File: src/rtl/adc_cfg_pkg.sv
// shared constants for the converter front-end configuration block
package adc_cfg_pkg;
    // register byte offsets
    localparam logic [7:0] OFS_CONFIG = 8'h00;
    localparam logic [7:0] OFS_CMD    = 8'h04;
    localparam logic [7:0] OFS_STATUS = 8'h08;
    localparam logic [7:0] OFS_ROUTE  = 8'h0C;
    localparam logic [7:0] OFS_RESULT = 8'h10;
    localparam logic [7:0] OFS_CONVT  = 8'h14;
    // config field positions
    localparam int CFG_SEL_LSB   = 0;
    localparam int CFG_GAIN_LSB  = 4;
    localparam int CFG_BYP_BIT   = 7;
    localparam int CFG_CONT_BIT  = 8;
    localparam int CFG_TURBO_BIT = 9;
    // command bits
    localparam int CMD_START_BIT = 0;
    localparam int CMD_STOP_BIT  = 1;
    // reset values
    localparam logic [31:0] CONFIG_RST = 32'h0000_0000;
    localparam logic [31:0] ROUTE_RST  = 32'h0000_0000;
    localparam logic [31:0] CONVT_RST  = 32'h0000_0040;
    // input-select codes
    localparam logic [3:0] SEL_GND_FIRST = 4'h8;
    localparam logic [3:0] SEL_GND_LAST  = 4'hB;
    localparam logic [3:0] SEL_MON_REF   = 4'hC;
    localparam logic [3:0] SEL_MON_SUP   = 4'hD;
    // gain codes
    localparam logic [2:0] GAIN_X4 = 3'h2;
    // node codes for converter inputs and current source routing
    localparam logic [2:0] NODE_AIN0    = 3'h0;
    localparam logic [2:0] NODE_AIN1    = 3'h1;
    localparam logic [2:0] NODE_AIN2    = 3'h2;
    localparam logic [2:0] NODE_AIN3    = 3'h3;
    localparam logic [2:0] NODE_GND     = 3'h4;
    localparam logic [2:0] NODE_REF_P   = 3'h4;
    localparam logic [2:0] NODE_REF_N   = 3'h5;
    localparam logic [2:0] NODE_MON_SUP = 3'h6;
    localparam logic [2:0] NODE_MON_REF = 3'h7;
    localparam logic [2:0] NODE_OFF     = 3'h7;
    // start delays in converter clock periods
    localparam int START_DLY_NORMAL = 210;
    localparam int START_DLY_TURBO  = 114;
    // converter clock near 4.096 MHz derived from 200 MHz: period 48 cycles (48.828 truncated)
    localparam int CLK_HZ      = 200_000_000;
    localparam int CONV_CLK_HZ = 4_096_000;
    localparam int CONV_DIV    = CLK_HZ / CONV_CLK_HZ;
endpackage : adc_cfg_pkg

File: src/rtl/input_select_decode.sv
// decode of input selection, bypass forcing and gain clamp
`timescale 1ns/100ps
`default_nettype none
module input_select_decode (
    input  wire logic [3:0] input_select_i,
    input  wire logic [2:0] gain_code_i,
    input  wire logic       amp_bypass_i,
    output logic [2:0]      pos_conv_input_o,
    output logic [2:0]      neg_conv_input_o,
    output logic            amp_powered_o,
    output logic [2:0]      gain_eff_o
);
    logic gnd_ref;

    assign gnd_ref = (input_select_i >= adc_cfg_pkg::SEL_GND_FIRST)
                  && (input_select_i <= adc_cfg_pkg::SEL_GND_LAST);

    always_comb begin
        pos_conv_input_o = adc_cfg_pkg::NODE_AIN0;
        neg_conv_input_o = adc_cfg_pkg::NODE_AIN1;
        case (input_select_i)
            4'h0: begin pos_conv_input_o = adc_cfg_pkg::NODE_AIN0;
                        neg_conv_input_o = adc_cfg_pkg::NODE_AIN1; end
            4'h1: begin pos_conv_input_o = adc_cfg_pkg::NODE_AIN0;
                        neg_conv_input_o = adc_cfg_pkg::NODE_AIN3; end
            4'h2: begin pos_conv_input_o = adc_cfg_pkg::NODE_AIN1;
                        neg_conv_input_o = adc_cfg_pkg::NODE_AIN3; end
            4'h3: begin pos_conv_input_o = adc_cfg_pkg::NODE_AIN2;
                        neg_conv_input_o = adc_cfg_pkg::NODE_AIN3; end
            4'h4: begin pos_conv_input_o = adc_cfg_pkg::NODE_AIN1;
                        neg_conv_input_o = adc_cfg_pkg::NODE_AIN0; end
            4'h5: begin pos_conv_input_o = adc_cfg_pkg::NODE_AIN3;
                        neg_conv_input_o = adc_cfg_pkg::NODE_AIN1; end
            4'h6: begin pos_conv_input_o = adc_cfg_pkg::NODE_AIN0;
                        neg_conv_input_o = adc_cfg_pkg::NODE_AIN2; end
            4'h7: begin pos_conv_input_o = adc_cfg_pkg::NODE_AIN3;
                        neg_conv_input_o = adc_cfg_pkg::NODE_AIN2; end
            4'h8, 4'h9, 4'hA, 4'hB: begin
                pos_conv_input_o = input_select_i[2:0] - 3'h0;
                neg_conv_input_o = adc_cfg_pkg::NODE_GND;
            end
            4'hC: begin pos_conv_input_o = adc_cfg_pkg::NODE_MON_REF;
                        neg_conv_input_o = adc_cfg_pkg::NODE_MON_REF; end
            4'hD: begin pos_conv_input_o = adc_cfg_pkg::NODE_MON_SUP;
                        neg_conv_input_o = adc_cfg_pkg::NODE_MON_SUP; end
            default: begin pos_conv_input_o = adc_cfg_pkg::NODE_AIN0;
                           neg_conv_input_o = adc_cfg_pkg::NODE_AIN0; end
        endcase
        if (gnd_ref) begin
            pos_conv_input_o = {1'b0, input_select_i[1:0]};
        end
    end

    // bypass allowed for gains up to 4, forced on ground-referenced selections
    assign amp_powered_o = !(gnd_ref
                          || (amp_bypass_i && gain_code_i <= adc_cfg_pkg::GAIN_X4));
    assign gain_eff_o = (gnd_ref && gain_code_i > adc_cfg_pkg::GAIN_X4)
                      ? adc_cfg_pkg::GAIN_X4 : gain_code_i;
endmodule : input_select_decode
`default_nettype wire

File: src/rtl/conv_clock_div.sv
// divider producing the converter clock enable pulse
`timescale 1ns/100ps
`default_nettype none
module conv_clock_div #(
    parameter int DIV = 48
) (
    input  wire logic clock_i,
    input  wire logic reset_n_i,
    output logic      tick_o
);
    logic [15:0] cnt_r;

    always_ff @(posedge clock_i or negedge reset_n_i) begin
        if (!reset_n_i) begin
            cnt_r  <= 16'h0000;
            tick_o <= 1'b0;
        end else if (cnt_r == 16'(DIV - 1)) begin
            cnt_r  <= 16'h0000;
            tick_o <= 1'b1;
        end else begin
            cnt_r  <= cnt_r + 16'h0001;
            tick_o <= 1'b0;
        end
    end
endmodule : conv_clock_div
`default_nettype wire

File: src/rtl/adc_input_gain_config.sv
// converter front-end configuration, decode and conversion sequencing
`timescale 1ns/100ps
`default_nettype none
module adc_input_gain_config #(
    parameter int CONV_DIV = adc_cfg_pkg::CONV_DIV
) (
    input  wire logic        clock_i,
    input  wire logic        reset_n_i,
    input  wire logic        psel,
    input  wire logic        penable,
    input  wire logic        pwrite,
    input  wire logic [7:0]  paddr,
    input  wire logic [31:0] pwdata,
    output logic [31:0]      prdata,
    output logic             pready,
    output logic             pslverr,
    input  wire logic        conv_done_i,
    input  wire logic [15:0] conv_data_i,
    output logic [2:0]       pos_conv_input_o,
    output logic [2:0]       neg_conv_input_o,
    output logic             amp_powered_o,
    output logic [2:0]       gain_eff_o,
    output logic [2:0]       excite0_route_o,
    output logic [2:0]       excite1_route_o,
    output logic             conv_start_o,
    output logic             conv_active_o,
    output logic             low_power_o
);
    typedef enum logic [3:0] {
        ST_IDLE  = 4'b0001,
        ST_DELAY = 4'b0010,
        ST_CONV  = 4'b0100,
        ST_SLEEP = 4'b1000
    } seq_e;

    seq_e        state_r;
    logic [31:0] config_r;
    logic [31:0] route_r;
    logic [31:0] convt_r;
    logic [15:0] result_r;
    logic        ready_r;
    logic [7:0]  dly_r;
    logic        tick;
    logic        wr_en;
    logic        rd_en;
    logic        start_cmd;
    logic        stop_cmd;
    logic [2:0]  pos_nxt;
    logic [2:0]  neg_nxt;
    logic        pwr_nxt;
    logic [2:0]  gain_nxt;

    assign wr_en     = psel && penable && pwrite;
    assign rd_en     = psel && penable && !pwrite;
    assign start_cmd = wr_en && paddr == adc_cfg_pkg::OFS_CMD
                    && pwdata[adc_cfg_pkg::CMD_START_BIT];
    assign stop_cmd  = wr_en && paddr == adc_cfg_pkg::OFS_CMD
                    && pwdata[adc_cfg_pkg::CMD_STOP_BIT];

    conv_clock_div #(
        .DIV (CONV_DIV)
    ) u_div (
        .clock_i   (clock_i),
        .reset_n_i (reset_n_i),
        .tick_o    (tick)
    );

    input_select_decode u_dec (
        .input_select_i   (config_r[adc_cfg_pkg::CFG_SEL_LSB +: 4]),
        .gain_code_i      (config_r[adc_cfg_pkg::CFG_GAIN_LSB +: 3]),
        .amp_bypass_i     (config_r[adc_cfg_pkg::CFG_BYP_BIT]),
        .pos_conv_input_o (pos_nxt),
        .neg_conv_input_o (neg_nxt),
        .amp_powered_o    (pwr_nxt),
        .gain_eff_o       (gain_nxt)
    );

    // apb slave: zero wait states, error on unmapped address
    always_ff @(posedge clock_i or negedge reset_n_i) begin
        if (!reset_n_i) begin
            pready  <= 1'b0;
            pslverr <= 1'b0;
            prdata  <= 32'h0000_0000;
        end else begin
            pready  <= psel && !penable;
            pslverr <= 1'b0;
            if (psel && !penable) begin
                case (paddr)
                    adc_cfg_pkg::OFS_CONFIG: prdata <= config_r;
                    adc_cfg_pkg::OFS_CMD:    prdata <= 32'h0000_0000;
                    adc_cfg_pkg::OFS_STATUS: prdata <= {28'h0000000, state_r == ST_SLEEP,
                                                        state_r == ST_CONV, 1'b0, ready_r};
                    adc_cfg_pkg::OFS_ROUTE:  prdata <= route_r;
                    adc_cfg_pkg::OFS_RESULT: prdata <= {16'h0000, result_r};
                    adc_cfg_pkg::OFS_CONVT:  prdata <= convt_r;
                    default: begin
                        prdata  <= 32'h0000_0000;
                        pslverr <= 1'b1;
                    end
                endcase
            end
        end
    end

    // configuration registers
    always_ff @(posedge clock_i or negedge reset_n_i) begin
        if (!reset_n_i) begin
            config_r <= adc_cfg_pkg::CONFIG_RST;
            route_r  <= adc_cfg_pkg::ROUTE_RST;
            convt_r  <= adc_cfg_pkg::CONVT_RST;
        end else if (wr_en && pready) begin
            case (paddr)
                adc_cfg_pkg::OFS_CONFIG: config_r <= {22'h000000, pwdata[9:0]};
                adc_cfg_pkg::OFS_ROUTE:  route_r  <= {26'h0000000, pwdata[5:0]};
                adc_cfg_pkg::OFS_CONVT:  convt_r  <= pwdata;
                default: ;
            endcase
        end
    end

    // decoded front-end outputs registered
    always_ff @(posedge clock_i or negedge reset_n_i) begin
        if (!reset_n_i) begin
            pos_conv_input_o <= adc_cfg_pkg::NODE_AIN0;
            neg_conv_input_o <= adc_cfg_pkg::NODE_AIN1;
            amp_powered_o    <= 1'b1;
            gain_eff_o       <= 3'h0;
            excite0_route_o  <= adc_cfg_pkg::NODE_OFF;
            excite1_route_o  <= adc_cfg_pkg::NODE_OFF;
        end else begin
            pos_conv_input_o <= pos_nxt;
            neg_conv_input_o <= neg_nxt;
            amp_powered_o    <= pwr_nxt;
            gain_eff_o       <= gain_nxt;
            excite0_route_o  <= route_r[2:0];
            excite1_route_o  <= route_r[5:3];
        end
    end

    // conversion sequencer
    always_ff @(posedge clock_i or negedge reset_n_i) begin
        if (!reset_n_i) begin
            state_r       <= ST_IDLE;
            dly_r         <= 8'h00;
            conv_start_o  <= 1'b0;
            conv_active_o <= 1'b0;
            low_power_o   <= 1'b1;
        end else begin
            conv_start_o <= 1'b0;
            case (state_r)
                ST_IDLE, ST_SLEEP: begin
                    if (start_cmd && pready) begin
                        state_r     <= ST_DELAY;
                        low_power_o <= 1'b0;
                        dly_r <= config_r[adc_cfg_pkg::CFG_TURBO_BIT]
                               ? 8'(adc_cfg_pkg::START_DLY_TURBO)
                               : 8'(adc_cfg_pkg::START_DLY_NORMAL);
                    end
                end
                ST_DELAY: begin
                    if (tick) begin
                        if (dly_r == 8'h01) begin
                            state_r       <= ST_CONV;
                            conv_start_o  <= 1'b1;
                            conv_active_o <= 1'b1;
                        end
                        dly_r <= dly_r - 8'h01;
                    end
                end
                ST_CONV: begin
                    if (conv_done_i) begin
                        if (config_r[adc_cfg_pkg::CFG_CONT_BIT] && !stop_cmd) begin
                            conv_start_o <= 1'b1;
                        end else begin
                            state_r       <= ST_SLEEP;
                            conv_active_o <= 1'b0;
                            low_power_o   <= 1'b1;
                        end
                    end else if (stop_cmd && pready) begin
                        state_r       <= ST_SLEEP;
                        conv_active_o <= 1'b0;
                        low_power_o   <= 1'b1;
                    end
                end
                default: state_r <= ST_IDLE;
            endcase
        end
    end

    // result buffer and ready flag; new data wins over read clear
    always_ff @(posedge clock_i or negedge reset_n_i) begin
        if (!reset_n_i) begin
            result_r <= 16'h0000;
            ready_r  <= 1'b0;
        end else if (conv_done_i && state_r == ST_CONV) begin
            result_r <= conv_data_i;
            ready_r  <= 1'b1;
        end else if (rd_en && pready && paddr == adc_cfg_pkg::OFS_RESULT) begin
            ready_r <= 1'b0;
        end
    end
endmodule : adc_input_gain_config
`default_nettype wire

File: config.mk
export PLATFORM = sky130hd
export DESIGN_NAME = adc_input_gain_config
export DESIGN_NICKNAME = d
export VERILOG_FILES = /design/src/rtl/adc_cfg_pkg.sv /design/src/rtl/input_select_decode.sv /design/src/rtl/conv_clock_div.sv /design/src/rtl/adc_input_gain_config.sv
export SDC_FILE = /design/constraint.sdc
export NUM_CORES = 1
export LEC_CHECK = 0
export BUFFER_PORTS_ARGS = -buffer_cell sky130_fd_sc_hd__buf_2
export CORE_MARGIN = 5
export CORE_UTILIZATION = 52
export CTS_BUF_LIST = sky130_fd_sc_hd__clkbuf_8
export CTS_CLUSTER_DIAMETER = 40
export DETAILED_ROUTE_END_ITERATION = 10
export GPL_TIMING_DRIVEN = 1
export PLACE_DENSITY = 0.81
export SKIP_CTS_REPAIR_TIMING = 1
export SYNTH_ARGS = -nofsm -noshare
export SYNTH_HDL_FRONTEND = slang
export SYNTH_SLANG_ARGS = --single-unit
File: constraint.sdc
create_clock -name clock_i -period 2 [get_ports clock_i]
set_input_delay 0.1 -clock clock_i [delete_from_list [all_inputs] [get_ports clock_i]]
set_output_delay 0.1 -clock clock_i [all_outputs]
set_load 0.05 [all_outputs]
==> impl_metrics.toml, run 1 <==
[sta]
worst_pin_slew_ns = 0.484
period_share_pct = 93.2
finClkSkew_ns = 0.0135
timing.hold.ws_ns = 0.0199
tns_ns = 0
max_freq_mhz = 537
maxSlewViolCount = 0
hold_violations = 0
period_needed_ns = 1.86
slew_headroom_pct = 67.3
rsz0062_at_grt = "false"
setup-violations-final = 0

[power]
p_leak_nw = 3.95
ir_drop_v = 0.000588
power_density_nw_per_um2 = 729

[critical_path]
required_ns = 2.36
crit_path_start_kind = "flop"
arrival_ns = 2.22
r2r_cells = 6
crit_type = "reg2reg"
endpoint_kind = "flop"
cp_max_fo = 5

[clock_network]
path_clk_slew_ns = 0.08
cts_root_buf = "clkbuf_8"
clock_path_buffers = 2
clk_latency_ns = 0.43
cts_buffers = 17
cts_tree = "built"
cts_max_level = 4
clock_sink_count = 147

[finish]
syn_to_final_growth_pct = 30.7
fin_nets = 749
antenna_cells = 0
drive_above_1_share_pct = 37.6

[yosys]
synth-async-reset-ratio_pct = 100
synth_enable_flop_cells = 0
synthCells = 492
yosys.area.top_type = "dfrtp_1"
synth_nets = 557
ys.flop_type = "dfrtp_1"
synth_area_leaders = "dfrtp_1, mux2_2, dfstp_2, a22o_1, nand2_1"
syn_area_sq_um = 6130
synth.yosys.warnings = 0
yosysUniqueCellTypes = 53
synth_seq_cells = 147
synth-seq-area-share_pct = 60.2
avgSynthCellArea_sq_um = 12.5
netlist.area_leader.share_pct = 55.5

[outcome]
status = "complete, no violations"

[route]
wire_per_inst_um = 18.1
first_pass_iters = 5
drtIter0Drc = 402
finalWirelength_um = 15200
num_vias = 4756
drc_errors = 0
viasPerCell = 5.66
ant_nets = 0

[floorplanning]
die_area_sq_um = 14100
rows = 39
die_w_um = 119
die_h_um = 119
fp.coreArea_sq_um = 11500
start_util_pct = 53.4
pin_count = 115

[run]
maxCapViolCount = 0

[global_route]
grt_pass1_vias = 4845
grt_antenna_before_repair = 0
grtUsageTotal_pct = 21.2
grt_overflow_total = 0
grt_pass1_wl_um = 24200
grt_max_degree = 47

[place]
dpl.hpwl_um = 10600
gp_congestion = 0.940
portBuffers = 114

[worst_hold_path]
whs_path_depth = 4
hp-class = "in2reg"
layout by cell type, fill, tap and decap left out, drive strengths merged, types with 3 or more instances in the layout:
cell and instances:
a22oi 18, xor2 7, nand3 13, a21oi 13, buf 141, nor3 7, nor2b 6, nand4 4
bufinv 3, nor4b 3, o22ai 4, clkbuf 19, a22o 19, ha 3, nand2 41, clkinv 6
mux2 66, a31oi 5, dfstp 11, xnor2 10, and2 3, nor2 31, mux2i 3, dlygate4sd3 51
a21o 5, nor4 7, inv 10, o21ai 24, and4 4, dfrtp 136
critical path: stages (launching register included):
cell and delay [ns]:
dfrtp_2 0.40, and4_1 0.25, nand4_1 0.12, or4_1 0.55, buf_4 0.22, nor2b_1 0.13, mux2i_1 0.12
cell usage after synthesis (6+ instances only):
master and count:
dfrtp_1 136, mux2_2 66, nand2_1 40, nor2_1 31, o21ai_0 23, a22o_1 19, a22oi_1 18, a21oi_1 13
nand3_1 13, clkbuf_1 11, dfstp_2 11, xnor2_1 10, buf_2 8, inv_1 7, xor2_1 7, nor2b_1 6
nor3_1 6, nor4_1 6
power breakdown:
group / total [mW] / switching, mW / internal [mW]
combinational: 0.362 / 0.207 / 0.155
sequential: 3.00 / 0.0115 / 2.99
clock: 2.48 / 1.16 / 1.32
per-layer routing:
layer | track usage [%] | routed length [um]
met1 | 27.3 | 6120
met2 | 34.7 | 7730
met5 | 0 | 0
met3 | 6.02 | 1080
met4 | 7.09 | 269
final cells by class:
| type | instances | area, sq um |
|---|---|---|
| Inverter | 8 | 30.0 |
| Fill cell | 781 | 3460 |
| Multi-Input combinational cell | 318 | 2340 |
| Tap cell | 143 | 179 |
| Sequential cell | 147 | 3690 |
| Timing Repair Buffer | 192 | 1330 |
| Clock inverter | 13 | 174 |
| Clock buffer | 19 | 262 |
through the flow:
step / total power, mW / std cells / utilization [%] / cell area (sq um) / worst slack, ns
after floorplan: 3.15 / 492 / - / 6130 / 0.109
after global placement: 3.33 / 757 / 61.5 / 7060 / 0.173
after detailed placement: 3.34 / 757 / 61.5 / 7060 / 0.0581
after CTS: 5.80 / 789 / 65.3 / 7490 / 0.0435
after global routing: 6.04 / 840 / 69.9 / 8010 / 0.0494
final: 5.84 / 840 / 69.9 / 8010 / 0.137
state kept, by name, summed over array words and instances, names as in the netlist, 3 cells and up:
register	cells
prdata	32
u_div.cnt_r	16
gain_eff_o	3
result_r	16
neg_conv_input_o	3
config_r	10
route_r	6
convt_r	32
pos_conv_input_o	3
excite0_route_o	3
state_r	4
excite1_route_o	3
dly_r	8
final timing paths:
path / start / to / slack [ns]
worst min-delay path: psel / ready_r / 0.02
worst min register to register: route_r[0] / excite0_route_o[0] / 0.41
max in group asynchronous: reset_n_i / state_r[0] / 1.15
worst max-delay path: pready / dly_r[4] / 0.14
worst max register to register: pready / dly_r[4] / 0.14
min in group asynchronous: reset_n_i / prdata[25] / 0.13
cells by family after synthesis:
logic type / Yosys count / share of synthesized area (%)
multiplexers: 69 / 12.6
XOR/XNOR: 17 / 2.43
AND/OR/NAND/NOR: 130 / 11.2
buffers and inverters: 27 / 1.82
AO/OA/AOI/OAI: 99 / 11.1
adder cells (fa/ha/maj): 3 / 0.613
flip-flops: 147 / 60.2
Note: power is estimated with default switching activity, not from simulation.
==> run 2, diff against run 1 <==
--- a/config.mk
+++ b/config.mk
@@ -6,13 +6,12 @@
 export NUM_CORES = 1
 export LEC_CHECK = 0
 export BUFFER_PORTS_ARGS = -buffer_cell sky130_fd_sc_hd__buf_2
-export CORE_MARGIN = 5
-export CORE_UTILIZATION = 52
+export CORE_UTILIZATION = 29
 export CTS_BUF_LIST = sky130_fd_sc_hd__clkbuf_8
 export CTS_CLUSTER_DIAMETER = 40
 export DETAILED_ROUTE_END_ITERATION = 10
 export GPL_TIMING_DRIVEN = 1
-export PLACE_DENSITY = 0.81
+export PLACE_DENSITY = 0.52
 export SKIP_CTS_REPAIR_TIMING = 1
 export SYNTH_ARGS = -nofsm -noshare
 export SYNTH_HDL_FRONTEND = slang
==> impl_metrics.toml, run 2 (synthesis gave the netlist of run 1 again) <==
[finish]
drive_above_1_share_pct = 37.6
syn_to_final_growth_pct = 33.7
fin_nets = 749
postLayoutCellArea_sq_um = 8200
multiInputGateArea_sq_um = 2350
final_common_cell = "dfrtp_1"
seqCellArea_sq_um = 3690
fin_util_pct = 40.0
antenna_cells = 0
reg_top3 = "convt_r x32, prdata x32"
final_cell_mix = "dfrtp_1, buf_2, mux2_2, dlygate4sd3_1, nand2_1"
instances_no_fill = 967
nFillCells = 1986

[route]
finalWirelength_um = 16000
first_pass_iters = 4
wire_per_inst_um = 16.6
drtIter0Drc = 181
drc_errors = 0
viasPerCell = 4.82
ant_nets = 0
num_vias = 4662

[global_route]
grt_antenna_before_repair = 0
grt_pass1_wl_um = 25200
grt_max_degree = 61
grt_overflow_total = 0
grtUsageTotal_pct = 15.3
grt_pass1_vias = 4728

[clock_network]
path_clk_slew_ns = 0.08
clk_latency_ns = 0.45
cts_buffers = 17
clock_path_buffers = 2
cts_tree = "built"
cts_root_buf = "clkbuf_8"
clock_sink_count = 147
cts_max_level = 4

[critical_path]
cpPeakStageDelay_ns = 0.73
crit_start = "state_r[1]"
arrival_ns = 2.21
crit_type = "reg2reg"
required_ns = 2.36
r2r-start = "state_r[1]"
crit_path_start_kind = "flop"
cpLargestDelayFamily = "simple AND/OR/NAND/NOR gates"
crit_path_top_delay_cell = "or4b_2"
cp_max_fo = 5
worst-path-buf-inv = 0
endpoint_kind = "flop"
cp_cell_sequence = "or4b_2, o21ai_2, a22oi_1, o22a_1, a21oi_1"

[sta]
worst_pin_slew_ns = 0.599
rsz0062_at_grt = "false"
max_freq_mhz = 540
tns_ns = 0
period_share_pct = 92.5
maxSlewViolCount = 0
finClkSkew_ns = 0.0102
period_needed_ns = 1.85
slew_headroom_pct = 60.1
hold_violations = 0
setup-violations-final = 0

[power]
p_leak_nw = 3.96
seq_power_share_pct = 50.2
power_density_nw_per_um2 = 729
ir_drop_v = 0.000418
swShare_pct = 23.8
pwr-share-comb_pct = 6.2
power_mw = 5.97
p_int_mw = 4.55
p_sw_mw = 1.42
pwr-share-clk_pct = 43.6

[worst_hold_path]
hp-class = "in2reg"
hp-start = "psel"

[run]
maxCapViolCount = 0

[place]
dpl_cell_area_sq_um = 7210
gp_congestion = 0.830
portBuffers = 114
placed_cells = 883
dpl.hpwl_um = 11200

[floorplanning]
fp.coreArea_sq_um = 20500
die_area_sq_um = 21700
die_w_um = 147
rows = 52
pin_count = 115
start_util_pct = 29.9
die_h_um = 147

[outcome]
status = "complete, no violations"
[run 2: changes by cell type in the layout (fill, tap and decap cells not counted)]
| cell | before | now |
|---|---|---|
| buf_12 | 3 | 4 |
| buf_4 | 24 | 23 |
| bufinv_16 | 3 | 4 |
| clkbuf_8 | 19 | 18 |
| inv_6 | 2 | 3 |
| inv_8 | 1 | 0 |
| nor2_1 | 29 | 30 |
| nor2_2 | 1 | 0 |
| o21ai_0 | 23 | 22 |
| o21ai_2 | 1 | 2 |
[run 2: cell type report]
type / instances / area share [%]
Sequential cell: 147 / 45.1
Multi-Input combinational cell: 318 / 28.6
Timing Repair Buffer: 192 / 16.3
Tap cell: 270 / 4.12
Clock buffer: 18 / 3.02
Clock inverter: 14 / 2.46
Inverter: 8 / 0.366
[run 2: power groups by stage]
stage / clock network [mW] / registers, mW / logic (mW)
6_report: 2.61 / 3.00 / 0.371
4_1_cts: 2.68 / 3.00 / 0.298
3_5_place_dp: 0 / 3.06 / 0.297
3_3_place_gp: 0 / 3.05 / 0.291
5_1_grt: 2.82 / 3.00 / 0.405
2_1_floorplan: 0 / 3.09 / 0.0552
[run 2: per-layer routing]
metal / vias up / share of wire (%) / track usage, %
met1: 2345 / 45 / 19.6
met3: 21 / 4.8 / 4.07
li1: 2168 / - / -
met2: 128 / 48 / 24.5
met4: 0 / 1.8 / 6.08
met5: - / 0 / 0
[run 2: per-stage QoR]
stage                     hold WS [ns]  setup slack [ns]
final                           0.0167             0.150
after global routing          0.000687            0.0354
after CTS                       -0.376            0.0260
after detailed placement         0.132            0.0544
after global placement           0.120             0.119
after floorplan                 -0.196             0.109
[run 2: worst paths after layout]
path	endpoint	slack, ns	cells past startpoint
min	ready_r	0.02	4
max in group asynchronous	convt_r[6]	1.04	3
max reg2reg	prdata[3]	0.15	5
min in group asynchronous	result_r[5]	0.20	2
max	prdata[3]	0.15	5
min reg2reg	excite0_route_o[2]	0.40	0
[run 2: worst register-to-register path, cell delays in order (launching register included)]
cell	delay, ns
dfrtp_1	0.42
or4b_2	0.73
o21ai_2	0.15
a22oi_1	0.08
o22a_1	0.22
a21oi_1	0.18
